### config.mk
export PLATFORM = sky130hd
export DESIGN_NAME = pacl_adc_ctrl
export DESIGN_NICKNAME = d
export VERILOG_FILES = /design/src/rtl/pacl_pkg.sv /design/src/rtl/pacl_adc_ctrl.sv /design/src/rtl/pacl_pair_buf.sv
export SDC_FILE = /design/constraint.sdc
export NUM_CORES = 1
export LEC_CHECK = 0
export BUFFER_PORTS_ARGS = -buffer_cell sky130_fd_sc_hd__clkbuf_2
export CORE_MARGIN = 5
export CORE_UTILIZATION = 40
export CTS_CLUSTER_SIZE = 30
export DETAILED_ROUTE_END_ITERATION = 6
export GPL_ROUTABILITY_DRIVEN = 0
export PLACE_DENSITY = 0.59
export SLEW_MARGIN = 0
export SYNTH_ARGS = -nofsm -noshare
export SYNTH_HDL_FRONTEND = slang
export SYNTH_SLANG_ARGS = --single-unit
### constraint.sdc
create_clock -name clk_sys -period 5.25 [get_ports clk_sys]
set_clock_uncertainty 0.2 [all_clocks]
set_input_delay 0.2625 -clock clk_sys [delete_from_list [all_inputs] [get_ports clk_sys]]
set_output_delay 0.2625 -clock clk_sys [all_outputs]
set_load 0.05 [all_outputs]
### src/rtl/pacl_pkg.sv
// shared constants and types for the converter control logic
package pacl_pkg;
  localparam int NUM_CH    = 8;
  localparam int CH_W      = 3;
  localparam int RES_W     = 12;
  localparam int LOW_DROP  = 2;
  localparam int DMA_W     = 16;
  localparam int DIV_W     = 6;
  localparam int PRE_W     = 7;
  localparam int SH_W      = 4;
  localparam int CNT_W     = 5;
  localparam int TRG_N     = 6;
  localparam int BUF_DEPTH = 2;

  // converter clock cycles after sample-and-hold
  localparam logic [CNT_W-1:0]  CONV_CYCLES  = 5'h0A;
  // differential mode keeps only channels 0, 2, 4 and 6
  localparam logic [NUM_CH-1:0] DIFFERENTIAL_SEL_CH_MASK = 8'h55;

  typedef enum logic [2:0] {
    TRG_EXT  = 3'b000,
    TRG_TIO0 = 3'b001,
    TRG_TIO1 = 3'b010,
    TRG_TIO2 = 3'b011,
    TRG_PWM0 = 3'b100,
    TRG_PWM1 = 3'b101
  } pacl_trig_sel_t;

  typedef enum logic [1:0] {
    ST_IDLE    = 2'b00,
    ST_SAMPLE  = 2'b01,
    ST_CONVERT = 2'b10,
    ST_STORE   = 2'b11
  } pacl_state_t;

  typedef struct packed {
    logic [DIV_W-1:0] clockDividerSel;
    logic [SH_W-1:0]  sampleHoldCycles;
    logic             reducedResolutionSel;
    logic             differentialSel;
    logic             hwTrigEn;
    pacl_trig_sel_t   trigSel;
  } pacl_mode_t;

  typedef struct packed {
    logic [NUM_CH-1:0] inputConnect;
    logic [CH_W-1:0]   muxChannel;
    logic              diffMode;
    logic              sampling;
    logic              converting;
  } pacl_core_ctrl_t;

  typedef struct packed {
    logic [NUM_CH-1:0] done;
    logic [NUM_CH-1:0] channelOverrun;
    logic              resultReady;
    logic              anyOverrun;
  } pacl_status_t;
endpackage

### src/rtl/pacl_adc_ctrl.sv
// control logic around an eight-input 12-bit converter core
`timescale 1ns/100ps
module pacl_adc_ctrl (
  input  wire logic                           clk_sys,
  input  wire logic                           reset_n,
  input  wire logic                           convClkEn,
  input  wire pacl_pkg::pacl_mode_t           mode,
  input  wire logic                           startWrite,
  input  wire logic [pacl_pkg::NUM_CH-1:0]    channelEnableWrite,
  input  wire logic [pacl_pkg::NUM_CH-1:0]    channelDisableWrite,
  input  wire logic                           extTriggerPin,
  input  wire logic [2:0]                     timerTrig,
  input  wire logic [1:0]                     pwmEvent,
  input  wire logic [pacl_pkg::RES_W-1:0]     coreResult,
  input  wire logic                           channelResultRead,
  input  wire logic [pacl_pkg::CH_W-1:0]      channelResultSel,
  input  wire logic                           lastResultRead,
  input  wire logic                           statusRead,
  input  wire logic                           dmaEnable,
  input  wire logic                           dmaReady,
  output pacl_pkg::pacl_core_ctrl_t           coreCtrl,
  output logic [pacl_pkg::NUM_CH-1:0]         channelEnabled,
  output pacl_pkg::pacl_status_t              status,
  output logic [pacl_pkg::RES_W-1:0]          channelResultReg,
  output logic [pacl_pkg::RES_W-1:0]          lastResultField,
  output logic [pacl_pkg::CH_W-1:0]           lastResultChannel,
  output logic                                busy,
  output logic                                dmaValid,
  output logic [pacl_pkg::DMA_W-1:0]          dmaData
);
  import pacl_pkg::*;

  pacl_state_t       state_r, state_nxt;
  logic [CH_W-1:0]   curCh_r, curCh_nxt;
  logic [CNT_W-1:0]  cnt_r, cnt_nxt;
  logic [PRE_W-1:0]  preCnt_r, preCnt_nxt;
  logic [PRE_W-1:0]  divMax;
  logic              adcTick;
  logic [NUM_CH-1:0] chanEn_r, chanEn_nxt;
  logic [NUM_CH-1:0] activeMask;
  logic [TRG_N-1:0]  trgSrc, trgSync1_r, trgSync2_r, trgPrev_r;
  logic              hwRise, trigger;
  logic              firstFound, nextFound;
  logic [CH_W-1:0]   firstCh, nextCh;
  logic [RES_W-1:0]  result;
  logic              bufInReady, storeFire;
  logic [RES_W-1:0]  chanData_r [NUM_CH];
  logic [RES_W-1:0]  chanData_nxt [NUM_CH];
  logic [RES_W-1:0]  lastData_r, lastData_nxt;
  logic [CH_W-1:0]   lastCh_r, lastCh_nxt;
  logic [RES_W-1:0]  chanRd_r, chanRd_nxt;
  pacl_status_t      stat_r, stat_nxt;

  // lowest set bit of a mask strictly above a given channel
  function automatic logic [CH_W:0] pick(input logic [NUM_CH-1:0] m,
                                         input logic [CH_W-1:0] after,
                                         input logic fromZero);
    logic [CH_W:0] res;
    res = '0;
    for (int i = NUM_CH - 1; i >= 0; i--) begin
      if (m[i] && (fromZero || (CH_W'(i) > after))) begin
        res = {1'b1, CH_W'(i)};
      end
    end
    return res;
  endfunction

  // prescaler: period is 2*(sel+1) master cycles
  assign divMax  = {mode.clockDividerSel, 1'b1};
  assign adcTick = convClkEn && (preCnt_r == divMax);

  always_comb begin
    preCnt_nxt = preCnt_r + 1'b1;
    if (!convClkEn || adcTick) begin
      preCnt_nxt = '0;
    end
  end

  // enable and disable writes act per bit, disable wins
  always_comb begin
    chanEn_nxt = (chanEn_r | channelEnableWrite) & ~channelDisableWrite;
  end

  // hardware trigger sources arrive from other logic or a pin
  assign trgSrc = {pwmEvent, timerTrig, extTriggerPin};

  // two flops per source before any logic sees it
  genvar g;
  generate
    for (g = 0; g < TRG_N; g++) begin : gSync
      always_ff @(posedge clk_sys or negedge reset_n) begin
        if (!reset_n) begin
          trgSync1_r[g] <= 1'b0;
          trgSync2_r[g] <= 1'b0;
          trgPrev_r[g]  <= 1'b0;
        end else begin
          trgSync1_r[g] <= trgSrc[g];
          trgSync2_r[g] <= trgSync1_r[g];
          trgPrev_r[g]  <= trgSync2_r[g];
        end
      end
    end
  endgenerate

  // rising edge of the chosen source, start write
  assign hwRise  = (int'(mode.trigSel) < TRG_N) &&
                   trgSync2_r[mode.trigSel] && !trgPrev_r[mode.trigSel];
  assign trigger = startWrite || (mode.hwTrigEn && hwRise);

  // differential mode scans even channels only
  assign activeMask = mode.differentialSel ? (chanEn_r & DIFFERENTIAL_SEL_CH_MASK)
                                           : chanEn_r;
  assign {firstFound, firstCh} = pick(activeMask, '0, 1'b1);
  assign {nextFound, nextCh}   = pick(activeMask, curCh_r, 1'b0);

  // reduced results keep the upper ten bits, top reads zero
  assign result = mode.reducedResolutionSel ?
                  {{LOW_DROP{1'b0}}, coreResult[RES_W-1:LOW_DROP]} :
                  coreResult;

  // a full dma buffer holds the sequencer in store
  assign storeFire = (state_r == ST_STORE) && (!dmaEnable || bufInReady);

  // sequencer: later triggers are ignored until idle again
  always_comb begin
    state_nxt = state_r;
    curCh_nxt = curCh_r;
    cnt_nxt   = cnt_r;
    case (state_r)
      ST_IDLE: begin
        // idle until the converter clock runs
        if (trigger && firstFound && convClkEn) begin
          state_nxt = ST_SAMPLE;
          curCh_nxt = firstCh;
          cnt_nxt   = '0;
        end
      end
      ST_SAMPLE: begin
        if (cnt_r == CNT_W'(mode.sampleHoldCycles)) begin
          state_nxt = ST_CONVERT;
          cnt_nxt   = '0;
        end else if (adcTick) begin
          cnt_nxt = cnt_r + 1'b1;
        end
      end
      ST_CONVERT: begin
        if (cnt_r == CONV_CYCLES) begin
          state_nxt = ST_STORE;
        end else if (adcTick) begin
          cnt_nxt = cnt_r + 1'b1;
        end
      end
      ST_STORE: begin
        // next enabled channel upward, else back to idle
        if (storeFire) begin
          cnt_nxt = '0;
          if (nextFound) begin
            state_nxt = ST_SAMPLE;
            curCh_nxt = nextCh;
          end else begin
            state_nxt = ST_IDLE;
          end
        end
      end
      default: begin
        state_nxt = ST_IDLE;
      end
    endcase
  end

  // result registers, flags and read captures
  always_comb begin
    chanData_nxt = chanData_r;
    lastData_nxt = lastData_r;
    lastCh_nxt   = lastCh_r;
    chanRd_nxt   = chanRd_r;
    stat_nxt     = stat_r;
    // reads clear first so a same-cycle completion wins
    if (channelResultRead) begin
      chanRd_nxt = chanData_r[channelResultSel];
      stat_nxt.done[channelResultSel] = 1'b0;
    end
    if (lastResultRead) begin
      stat_nxt.resultReady  = 1'b0;
      stat_nxt.done[lastCh_r] = 1'b0;
    end
    // status read clears both overrun kinds
    if (statusRead) begin
      stat_nxt.channelOverrun = '0;
      stat_nxt.anyOverrun     = 1'b0;
    end
    if (storeFire) begin
      // same value to channel and shared registers
      chanData_nxt[curCh_r] = result;
      lastData_nxt          = result;
      lastCh_nxt            = curCh_r;
      if (stat_r.done[curCh_r]) begin
        stat_nxt.channelOverrun[curCh_r] = 1'b1;
      end
      if (stat_r.resultReady) begin
        stat_nxt.anyOverrun = 1'b1;
      end
      stat_nxt.done[curCh_r] = 1'b1;
      stat_nxt.resultReady   = 1'b1;
    end
  end

  // control and data registers start cleared
  always_ff @(posedge clk_sys or negedge reset_n) begin
    if (!reset_n) begin
      state_r    <= ST_IDLE;
      curCh_r    <= '0;
      cnt_r      <= '0;
      preCnt_r   <= '0;
      chanEn_r   <= '0;
      lastData_r <= '0;
      lastCh_r   <= '0;
      chanRd_r   <= '0;
      stat_r     <= '0;
      for (int i = 0; i < NUM_CH; i++) begin
        chanData_r[i] <= '0;
      end
    end else begin
      state_r    <= state_nxt;
      curCh_r    <= curCh_nxt;
      cnt_r      <= cnt_nxt;
      preCnt_r   <= preCnt_nxt;
      chanEn_r   <= chanEn_nxt;
      lastData_r <= lastData_nxt;
      lastCh_r   <= lastCh_nxt;
      chanRd_r   <= chanRd_nxt;
      stat_r     <= stat_nxt;
      for (int i = 0; i < NUM_CH; i++) begin
        chanData_r[i] <= chanData_nxt[i];
      end
    end
  end

  // every dma word zero-extended to 16 bits
  pacl_pair_buf #(
    .WIDTH (DMA_W),
    .DEPTH (BUF_DEPTH)
  ) uBuf (
    .clk_sys  (clk_sys),
    .reset_n  (reset_n),
    .inValid  ((state_r == ST_STORE) && dmaEnable),
    .inReady  (bufInReady),
    .inData   ({{(DMA_W-RES_W){1'b0}}, result}),
    .outValid (dmaValid),
    .outReady (dmaReady),
    .outData  (dmaData)
  );

  // pins shared; unenabled core inputs stay grounded
  assign coreCtrl.inputConnect = chanEn_r;
  assign coreCtrl.muxChannel   = curCh_r;
  assign coreCtrl.diffMode     = mode.differentialSel;
  assign coreCtrl.sampling     = (state_r == ST_SAMPLE);
  assign coreCtrl.converting   = (state_r == ST_CONVERT);

  assign channelEnabled    = chanEn_r;
  assign status            = stat_r;
  assign channelResultReg  = chanRd_r;
  assign lastResultField   = lastData_r;
  assign lastResultChannel = lastCh_r;
  assign busy              = (state_r != ST_IDLE);
endmodule

### src/rtl/pacl_pair_buf.sv
// small first-in first-out buffer with valid/ready on both sides
`timescale 1ns/100ps
module pacl_pair_buf #(
  parameter int WIDTH = 16,
  parameter int DEPTH = 2
) (
  input  wire logic             clk_sys,
  input  wire logic             reset_n,
  input  wire logic             inValid,
  output logic                  inReady,
  input  wire logic [WIDTH-1:0] inData,
  output logic                  outValid,
  input  wire logic             outReady,
  output logic      [WIDTH-1:0] outData
);
  localparam int PW = (DEPTH > 1) ? $clog2(DEPTH) : 1;

  logic [WIDTH-1:0] mem_r [DEPTH];
  logic [PW-1:0]    wrPtr_r, wrPtr_nxt;
  logic [PW-1:0]    rdPtr_r, rdPtr_nxt;
  logic [PW:0]      count_r, count_nxt;
  logic             push, pop;

  // honest flags straight from the fill count
  assign inReady  = (count_r < (PW+1)'(DEPTH));
  assign outValid = (count_r != '0);
  assign outData  = mem_r[rdPtr_r];
  assign push     = inValid && inReady;
  assign pop      = outValid && outReady;

  // pointer and count update, wrapping at depth
  always_comb begin
    wrPtr_nxt = wrPtr_r;
    rdPtr_nxt = rdPtr_r;
    count_nxt = count_r;
    if (push) begin
      wrPtr_nxt = (wrPtr_r == PW'(DEPTH - 1)) ? '0 : wrPtr_r + 1'b1;
    end
    if (pop) begin
      rdPtr_nxt = (rdPtr_r == PW'(DEPTH - 1)) ? '0 : rdPtr_r + 1'b1;
    end
    if (push && !pop) begin
      count_nxt = count_r + 1'b1;
    end else if (pop && !push) begin
      count_nxt = count_r - 1'b1;
    end
  end

  always_ff @(posedge clk_sys or negedge reset_n) begin
    if (!reset_n) begin
      wrPtr_r <= '0;
      rdPtr_r <= '0;
      count_r <= '0;
    end else begin
      wrPtr_r <= wrPtr_nxt;
      rdPtr_r <= rdPtr_nxt;
      count_r <= count_nxt;
    end
  end

  // storage needs no reset; valid gates every read
  always_ff @(posedge clk_sys) begin
    if (push) begin
      mem_r[wrPtr_r] <= inData;
    end
  end
endmodule

**Yosys cells after proc, flatten, opt, wreduce, memory -nomap -nowiden**

Memory sizes are Yosys's and may differ from the RTL's.
Index checks and enable logic that the tools add are counted.

- Bits in registers: 188
- RAM bits: 24
- Memories kept: 1

- Add/subtract/negate cells: 6
- $lt $le $gt $ge: 20
- Equal/unequal tests: 12
- Multiplexer cells: 67
- Bitwise operators: 11
- Reductions and logical operators: 41

Memory list:

| name | words | bits a word | rd ports | clocked after memory_dff | wr ports | line | RTL |
|---|---|---|---|---|---|---|---|
| uBuf.mem_r | 2 | 12 | 1 | 0 | 1 | pacl_pair_buf.sv:18 | `logic [WIDTH-1:0] mem_r [DEPTH];` |

Operators with widths:

| kind | count |
|---|---|
| $bwmux 96 | 1 |
| $mux 4 | 16 |
| $mux 12 | 4 |
| $mux 8 | 5 |
| $bmux 12 s3 | 1 |
| $demux 12 s3 | 1 |
| $mux 5 | 5 |
| $and 8x8->8 | 3 |
| $logic_and 1x1->1 | 24 |
| $not 8->8 | 3 |
| $or 8x8->8 | 3 |
| $pmux 5 s4 | 1 |
| $mux 18 | 1 |
| $lt 3x4->1 const B | 4 |
| $mux 1 | 14 |
| $gt 3x3->1 const A | 4 |
| $mux 2 | 6 |
| $reduce_bool 2->1 | 5 |
| $bmux 1 s3 | 3 |
| $demux 1 s3 | 3 |
| $ge 3x1->1 const B | 3 |
| $mux 3 | 3 |
| $ge 4x4->1 const B | 2 |
| $ne 2x2->1 const B | 4 |
| 25 further kinds | 38 |

**Logic depth before layout (Yosys ltp)**

Gate-level depths: netlist of run 1.

- Depth in word-level cells: 13
- Mapped depth: 8

**Cells and area by module**

Synthesis of run 1 repeated with hierarchy kept, for this count alone.

- Cells, all modules: 861
- Area, all modules: 9778.1 µm²

By module, submodules not included:

| module | times used | cells each | area an instance (µm²) | sequential area each (µm²) |
|---|---|---|---|---|
| pacl_adc_ctrl | 1 | 794 | 8379.3 | 4604.4 |
| pacl_pair_buf | 1 | 67 | 1398.8 | 1061.0 |

**Worst setup path after synthesis of run 1**

OpenSTA, ideal clock, no wires.

- Path type: reg-to-reg
- Start: reg curCh_r[2]
- End: reg curCh_r[0]
- Setup time: 0.125 ns
- Arrival time: 2.204 ns
- Data required time: 4.925 ns
- Slack: 2.722 ns
- Stages on the path, launching flop included: 7
- Path buffers: 1
- Cells stage by stage: dfrtp_1 clkbuf_1 nand2_1 o21ba_2 a2bb2o_1 o211ai_1 mux2_2

- Word-level cells in the longest chain between the ends: 13
- Elaborated cells on any way between the ends: 29
- Those cells by class: order compare (8); eq/ne (1); mux (11); reduce/logical (9)

RTL lines:

| what | line | RTL |
|---|---|---|
| from (decl) | pacl_adc_ctrl.sv:34 | `logic [CH_W-1:0] curCh_r, curCh_nxt;` |
| from (signal assigned) | pacl_adc_ctrl.sv:225 | `curCh_r <= curCh_nxt;` |
| $gt 3x3->1 | pacl_adc_ctrl.sv:61 | `if (m[i] && (fromZero \|\| (CH_W'(i) > after))) begin` |
| $logic_and 1x1->1 | pacl_adc_ctrl.sv:61 |  |
| $mux 4 (7 in a row) | pacl_adc_ctrl.sv:61 |  |
| $mux 4 (*) | pacl_adc_ctrl.sv:61 |  |
| $mux 3 | pacl_adc_ctrl.sv:157 | `if (nextFound) begin` |
| $mux 3 | pacl_adc_ctrl.sv:155 | `if (storeFire) begin` |
| $pmux 3 s2 | pacl_adc_ctrl.sv:129 | `case (state_r)` |

Mark *: on every way between the ends. The rest lies on a longest branch, timed or not. The select of a mux whose other input is x is not followed.
A chain may end at the register's enable or synchronous reset.

**Worst setup path after layout of run 1**

- Start: reg state_r[1]
- End: reg chanData_r[77] in the netlist's numbering

- Word-level cells in the longest chain between the ends: 2

RTL lines:

| what | line | RTL |
|---|---|---|
| from (decl) | pacl_adc_ctrl.sv:33 | `pacl_state_t state_r, state_nxt;` |
| from (signal assigned) | pacl_adc_ctrl.sv:224 | `state_r <= state_nxt;` |
| $eq 2x2->1 | pacl_adc_ctrl.sv:122 | `assign storeFire = (state_r == ST_STORE) && (!dmaEnable \|\| bufInReady);` |
| $logic_and 1x1->1 | pacl_adc_ctrl.sv:122 |  |
| to (signal, indexed assignment) | pacl_adc_ctrl.sv:234 | `chanData_r[i] <= chanData_nxt[i];` |
| to (decl) | pacl_adc_ctrl.sv:47 | `logic [RES_W-1:0] chanData_r [NUM_CH];` |

No other way between the ends.

==> results of run 1 <==
[cells in the mapped netlist (7+ instances only)]
cell      instances  area, µm²
a21oi_1          36        180
buf_4            13       97.6
clkbuf_1         38        143
dfrtp_1         188       4700
edfxtp_1         24        721
ha_1              9        113
inv_1            35        131
mux2_2           15        169
mux2i_1          24        240
mux4_2           26        586
nand2_1         126        473
nand2b_1          7       43.8
nand3_1          16       80.1
nor2_1           71        267
o21ai_0         100        500
o22ai_1           9       56.3
xnor2_1          14        123
[final cells by class]
class	count	area share (%)
clock buffer	32	6.14
clock inverter	12	1.50
inverter	36	1.18
multi-input combinational	540	30.9
sequential	212	47.4
tap	313	3.42
timing repair buffer	182	9.52
[worst max-delay path, cell delays in order (launching register included)]
cell and delay (ns):
dfrtp_1 0.41, ha_1 0.39, and2_1 0.34, nand3_1 0.77, o21ai_0 0.46
[registers in the layout, indices dropped and copies added (netlist names)]
signal,flops
uBuf.mem_r,24
state_r,2
cnt_r,5
lastResultChannel,3
chanData_r,96
uBuf.wrPtr_r,1
trgSync1_r,6
uBuf.rdPtr_r,1
channelEnabled,8
trgSync2_r,6
status,18
uBuf.count_r,2
trgPrev_r,6
curCh_r,3
preCnt_r,7
channelResultReg,12
lastResultField,12
[through the flow]
step	instances	hold WS (ns)
2_1_floorplan	844	-0.233
3_3_place_gp	1255	0.132
3_5_place_dp	1255	0.135
4_1_cts	1327	0.0446
5_1_grt	1327	0.0805
6_report	1327	0.0465
[where the power goes]
part	total (W)	leakage [nW]	internal, W	switching, W
Clock	0.00182	0.428	0.00114	0.000675
Combinational	0.00226	2.25	0.000754	0.00151
Sequential	0.00258	2.60	0.00219	0.000387
[final timing paths]
check                                   startpoint                    endpoint  slack [ns]  depth (start not counted)
setup reg to reg            state_r[1]$_DFFE_PN0P_  chanData_r[77]$_DFFE_PN0P_        2.56                          4
max in group asynchronous                  reset_n  chanData_r[24]$_DFFE_PN0P_        3.51                          3
hold reg to reg            trgSync1_r[0]$_DFF_PN0_     trgSync2_r[0]$_DFF_PN0_        0.15                          0
setup / recovery            state_r[1]$_DFFE_PN0P_  chanData_r[77]$_DFFE_PN0P_        2.56                          4
hold / removal                           dmaEnable    uBuf.wrPtr_r$_DFFE_PN0P_        0.05                          4
min in group asynchronous                  reset_n       preCnt_r[2]$_DFF_PN0_        0.16                          2
[kinds of logic after synthesis]
| logic type | Yosys count | share of synthesized area [%] |
|---|---|---|
| simple gates | 257 | 12.3 |
| compound gates | 185 | 11.5 |
| mux | 65 | 10.7 |
| fa+ha+maj | 9 | 1.21 |
| flops | 212 | 58.2 |
| xor+xnor | 20 | 1.88 |
| buf+inv | 92 | 4.27 |
| other cells | 1 | 0.0402 |
[timing repair]
item / CTS / global route
endpoints found under the setup margin: 0 / 0
gates resized for setup: 0 / 0
endpoints found under the hold margin: 121 / 0
hold buffers: 28 / 0
[per-layer routing]
layer	vias up	share of wire, %
li1	3236	-
met1	3268	47
met2	163	46
met3	41	5.1
met4	0	2.3
met5	-	0
==> out/results.ini, run 1 <==
[run_status]
status=completed

[floorplan]
dieArea_mm2=0.0265
coreArea_mm2=0.0228
die_h_um=163
initial_core_util_pct=41.0
die_x_um=163
fp-row-count=55
ioPinCount=147

[drt]
wl_um=23300
wl_per_cell_um=17.5
vias=6708
drtPass1Iterations=5
drtIter0Drc=393
remaining_drc_errors=0
ant_nets=0
vias_per_cell=5.06

[layout]
final_cell_area_mm2=0.0114
seqCellArea_mm2=0.00543
layout_commonest_cell=dfrtp_1
drive_above_1_share_pct=24.5
area_delta_synth_final_pct=22.7
diodes=0
multi_input_area_mm2=0.00353
mostFrequentLayoutCells=188 x dfrtp_1, 141 x clkbuf_2, 126 x nand2_1
n_fill_cell=2060
finalNetCount=1067
post-route-util_pct=50.3

[power]
leakagePower_nw=5.28
total_power_w=0.00666
ir_worst_vdd_uv=436
p_per_area_mw_per_mm2=582

[logic_synthesis]
ys_warn_count=0
synthArstFlopShare_pct=88.7
yosysSeqAreaShare_pct=58.2
synth_ff_type=dfrtp_1
synth_edf_count=24
synth_seq_cells=212
synth_cells=841
synthesis.area_mm2=0.00933
avgSynthCellArea_um2=11.1
synthDistinctLibCells=62

[setup_path]
path_class=register to register
end_kind=register
setup.worst_path.start_class=register
cp_max_fo=26
critPathArrivalTime_ns=2.89
required_ns=5.45

[timing]
relSlewSlack_pct=16.1
period_minus_slack_ns=2.69
hold_violations=0
setup_violations=0
rsz0062_at_grt=false
post-route-period-util_pct=51.3
worstMarginPinSlew_ns=1.22
fmax_mhz=372
slew_viol_final=0
fin_ws_ns=2.56
setup_tns_ns=0

[global_route]
globalRouteMet2Util_pct=27.8
use_met1_pct=25.9
grt_pass1_wl_um=37600
grt_pass1_vias=6855
antenna_found_initial=0
grt_util_all_layers_pct=17.8
met3_usage_pct=3.37
grt-ovfl-total=0
grt_max_degree=85
grt.busiest_layer=met2

[cts]
cts_sinks=212
cts_tree=done
clk_pin_slew_worst_paths_ns=0.06
root_buffer=clkbuf_16
cts_buffers=24
clock_path_buffers=3
post_cts_buffers=0
htree_levels=1
clock_latency_ns=0.51

[job]
cap_violations=0

[worst_hold_path]
min_path_type=input pin to register

[placement]
placement.io_buffers=142
place_area_mm2=0.0103
pre_cts_ws_ns=2.49
hpwl_um=15900

Note: power is estimated with default switching activity, not from simulation.
==> inputs of run 2 (changes only) <==
clock period = 2.5 ns   (was 5.25 ns; I/O delays follow)
==> run 2 against run 1 <==
Combinational power up 130%; final cell count up 4.3%; via count grew 2.5%; worst hold slack got worse by 0.039 ns; total power grew 110%; final area rose by 4.1%; sequential share of layout area is 1.9 points lower; critical endpoint is now cnt_r[4]$_DFFE_PN0P_; largest power group unchanged.
==> out/results.ini, run 2 (synthesized netlist as in run 1, its figures left out) <==
[run_status]
status=completed

[timing]
slew_viol_final=0
period_minus_slack_ns=2.36
hold_violations=0
fmax_mhz=423
worstMarginPinSlew_ns=0.811
rsz0062_at_grt=false
post-route-period-util_pct=94.5
setup_violations=0
relSlewSlack_pct=45.8
setup_tns_ns=0

[layout]
layout_commonest_cell=dfrtp_1
post-route-util_pct=52.3
n_fill_cell=2040
largest-register=chanData_r
largest_reg_flops=96
diodes=0
finalNetCount=1126
multi_input_area_mm2=0.00353
area_delta_synth_final_pct=27.7
seqCellArea_mm2=0.00543
mostFrequentLayoutCells=187 x dfrtp_1, 141 x clkbuf_2, 126 x nand2_1
drive_above_1_share_pct=26.1

[power]
total_power_w=0.0138
p_per_area_mw_per_mm2=1160
leakagePower_nw=5.52
ir_worst_vdd_uv=828

[worst_hold_path]
min_path_type=input pin to register
hp-start=mode[10]

[setup_path]
crit_path_max_incr_delay_ns=0.46
crit_family=simple AND/OR/NAND/NOR gates
rr_startpoint=trgPrev_r[5]$_DFF_PN0_
path_class=register to register
setup.worst_path.start_class=register
critPathArrivalTime_ns=2.56
required_ns=2.70
end_kind=register
cp_max_fo=6
regToRegSetupSlack_ns=0.14
crit_chain=and4bb_1 -> nor4b_1 -> o31ai_1 -> or3b_4 -> or2_4 -> o41ai_2
startpoint=trgPrev_r[5]$_DFF_PN0_
cpMaxStageDelayCell=or3b_4
path_buf_inv=0

[cts]
cts_sinks=212
cts_tree=done
post_cts_resized=0
clock_latency_ns=0.50
cts_buffers=23
clk_pin_slew_worst_paths_ns=0.06
clock_path_buffers=3
root_buffer=clkbuf_16
htree_levels=1

[global_route]
grt_max_degree=48
grt_pass1_wl_um=38400
grt_util_all_layers_pct=18.2
grt_pass1_vias=7013
grt-ovfl-total=0
antenna_found_initial=0

[job]
cap_violations=0

[placement]
placement.io_buffers=142
hpwl_um=16300

[floorplan]
ioPinCount=147
dieArea_mm2=0.0265
initial_core_util_pct=41.0
fp-row-count=55
die_h_um=163
coreArea_mm2=0.0228
die_x_um=163

[drt]
ant_nets=0
drtIter0Drc=394
remaining_drc_errors=0
vias_per_cell=4.97
vias=6873
wl_um=23800
drtPass1Iterations=4
wl_per_cell_um=17.2

run 2: cell types whose count changed in the layout (fill, tap and decap cells not counted), sizes merged:
cell	previous run	this run
buf	12	49
dlygate4sd3	28	51
clkbuf	174	168
clkinv	6	10
bufinv	4	3
run 2: final timing paths:
check,depth (start not counted),end
setup / recovery,6,cnt_r[4]$_DFFE_PN0P_
setup reg to reg,6,cnt_r[4]$_DFFE_PN0P_
hold / removal,6,preCnt_r[6]$_DFF_PN0_
min in group asynchronous,3,lastResultField[4]$_DFFE_PN0P_
hold reg to reg,0,trgSync2_r[0]$_DFF_PN0_
max in group asynchronous,3,trgSync1_r[1]$_DFF_PN0_
run 2: per-layer routing:
metal	vias up	share of wire (%)	GRT usage [%]
met5	-	0	0
met4	0	2.4	4.65
met3	39	5.4	3.19
met2	154	47	30.1
met1	3333	45	25.2
li1	3347	-	-
run 2: tightest hold or removal path, cell delays in order:
cell,delay (ns)
clkbuf_2,0.09
xnor2_1,0.06
nand2_1,0.08
o31ai_1,0.08
buf_4,0.14
nor2_1,0.09
run 2: layout make-up:
type	count	share of cell area, %
flip-flops and latches	212	45.5
multi-input cells	540	29.6
repair buffers	242	14.1
clock buffers	26	5.01
well taps	313	3.29
clock inverters	15	1.32
inverters	36	1.13
run 2: metrics by stage:
step / instance area, µm² / std cells / hold slack, ns / setup WS (ns)
floorplan: 9340 / 844 / -0.371 / 0.0665
global placement: 10600 / 1285 / -0.0519 / 0.210
detailed placement: 10600 / 1285 / -0.0484 / 0.145
CTS: 11900 / 1379 / 0.00973 / 0.0160
global route: 11900 / 1384 / 0.0411 / 0.0341
finish: 11900 / 1384 / 0.00778 / 0.137
run 2: repair_timing:
action | in CTS | in global routing
endpoints found under the hold margin | 350 | 0
hold buffers | 53 | 0
setup buffers | 0 | 6
endpoints found under the setup margin | 0 | 1
run 2: report_power, final:
part | internal [W] | switching [W]
Clock | 0.00203 | 0.00137
Sequential | 0.00460 | 0.000704
Combinational | 0.00177 | 0.00333
==> inputs of run 3 (changes only) <==
BUFFER_PORTS_ARGS = not set   (was -buffer_cell sky130_fd_sc_hd__clkbuf_2)
CORE_UTILIZATION = 50   (was 40)
DONT_BUFFER_PORTS = 1   (was not set)
PLACE_DENSITY = 0.64   (was 0.59)
clock period = 2.46 ns   (was 2.5 ns; I/O delays follow)
==> run 3 against run 2 <==
Count of clock-buffer cells in the layout up 11; wire length is 1.3% higher; register-to-register slack hardly changed; the run now ends with negative hold slack left; global-route usage is 3.8 points higher; critical path depth up 1.
==> out/results.ini, run 3 (synthesized netlist as in run 1, its figures left out) <==
[timing]
worstMarginPinSlew_ns=0.884
setup_tns_ns=0
hold_slack_ns=-0.876
period_minus_slack_ns=2.32
rsz0062_at_grt=false
relSlewSlack_pct=40.9
hold_violations=190
slew_viol_final=0
fmax_mhz=431
post-route-period-util_pct=94.3
setup_violations=0

[setup_path]
crit_path_max_incr_delay_ns=0.47
crit_family=simple AND/OR/NAND/NOR gates
cpMaxStageDelayCell=or4_1
end_kind=register
cp_max_fo=5
rr_startpoint=channelEnabled[1]$_DFF_PN0_
path_class=register to register
path_buf_inv=1
r2r-end=curCh_r[0]$_DFFE_PN0P_
critPathArrivalTime_ns=2.51
setup.worst_path.start_class=register
required_ns=2.65
reg2regPathDepth=7
crit_chain=buf_4 -> nand2b_1 -> or4_1 -> and2_1 -> nand2_1 -> o211ai_1 -> mux2_2
regToRegSetupSlack_ns=0.14

[cts]
clk_pin_slew_worst_paths_ns=0.06
clock_path_buffers=3
cts_buffers=22
root_buffer=clkbuf_16
cts_hold_buffers=68
htree_levels=1
cts_sinks=212
clock_latency_ns=0.50
cts_tree=done

[floorplan]
die_x_um=147
coreArea_mm2=0.0185
ioPinCount=147
initial_core_util_pct=50.4
dieArea_mm2=0.0215
fp-row-count=50
die_h_um=147

[job]
cap_violations=0

[layout]
diodes=0
largest-register=chanData_r
stdcell_count=1183
post-route-util_pct=61.1
layout_commonest_cell=dfrtp_1
area_delta_synth_final_pct=21.3
drive_above_1_share_pct=15.7
finalNetCount=1004
mostFrequentLayoutCells=184 x dfrtp_1, 126 x nand2_1, 98 x o21ai_0
largest_reg_flops=96

[global_route]
grt-ovfl-total=0
grt_max_degree=189
grt_util_all_layers_pct=22.1
antenna_found_initial=0
grt_pass1_vias=6927
grt_pass1_wl_um=38100

[drt]
drtPass1Iterations=5
wl_um=24100
remaining_drc_errors=0
vias_per_cell=5.72
vias=6761
wl_per_cell_um=20.4
drtIter0Drc=416
ant_nets=0

[run_status]
status=finished with violations
violations=negative hold slack

[power]
ir_worst_vdd_uv=697
p_per_area_mw_per_mm2=1230
leakagePower_nw=5.05

[placement]
hpwl_um=15600
placement.io_buffers=0
dp_cells=1068

[worst_hold_path]
min_path_type=input pin to asynchronous set/reset pin

-- run 3: changes by cell type in the layout (fill, tap and decap cells not counted), sizes merged --
cell / change
clkbuf: -131
inv: -1
clkinv: -9
clkinvlp: -2
buf: +7
dlygate4sd3: +14
-- run 3: layout make-up --
cell class	count	area [µm²]
tap	234	293
clock buffer	37	718
sequential	212	5430
fill	1427	7200
timing repair buffer	121	1100
multi-input combinational	540	3550
clock inverter	3	90.1
inverter	36	135
-- run 3: worst max path at each step --
stage	from	to	slack [ns]	cells after the start
final	channelEnabled[1]$_DFF_PN0_	curCh_r[0]$_DFFE_PN0P_	0.14	7
after global routing	channelEnabled[1]$_DFF_PN0_	curCh_r[0]$_DFFE_PN0P_	0.05	7
after CTS	cnt_r[2]$_DFFE_PN0P_	state_r[0]$_DFFE_PN0P_	0.03	6
after detailed placement	trgPrev_r[4]$_DFF_PN0_	cnt_r[4]$_DFFE_PN0P_	0.09	6
after global placement	trgPrev_r[4]$_DFF_PN0_	cnt_r[4]$_DFFE_PN0P_	0.16	6
after floorplan	state_r[0]$_DFFE_PN0P_	cnt_r[4]$_DFFE_PN0P_	0.03	7
-- run 3: worst reg2reg max path, cell delays in order, from the launching register on --
cell      delay (ns)
dfrtp_1         0.35
buf_4           0.31
nand2b_1        0.12
or4_1           0.47
and2_1          0.20
nand2_1         0.07
o211ai_1        0.17
mux2_2          0.31
-- run 3: metrics by stage --
stage / worst slack, ns / area (µm²) / hold WS [ns] / power [W]
after floorplan: 0.0265 / 9340 / -0.373 / 0.00901
after global placement: 0.157 / 9730 / -0.367 / 0.00992
after detailed placement: 0.0887 / 9730 / -0.369 / 0.0101
after CTS: 0.0329 / 11200 / -0.889 / 0.0139
after global routing: 0.0536 / 11300 / -0.897 / 0.0146
final: 0.140 / 11300 / -0.876 / 0.0139
-- run 3: timing repair --
| item | 4_1_cts | 5_1_grt |
|---|---|---|
| setup endpoints to repair | 0 | 3 |
| buffers inserted | 0 | 8 |
| hold endpoints to repair | 393 | 188 |
| resized for setup | 0 | 8 |
-- run 3: power breakdown --
group / leakage [nW] / internal (W) / switching [W]
clock: 0.396 / 0.00229 / 0.00133
combinational: 2.05 / 0.00161 / 0.00236
sequential: 2.59 / 0.00466 / 0.00165
-- run 3: layer usage --
metal | up-vias | global-route usage (%) | part of all wire [%] | routed length (µm)
li1 | 3099 | - | - | -
met4 | 0 | 5.83 | 2.3 | 547
met2 | 232 | 36.3 | 48 | 11700
met5 | - | 0 | 0 | 0
met1 | 3388 | 30.1 | 42 | 10200
met3 | 42 | 4.59 | 7.1 | 1720
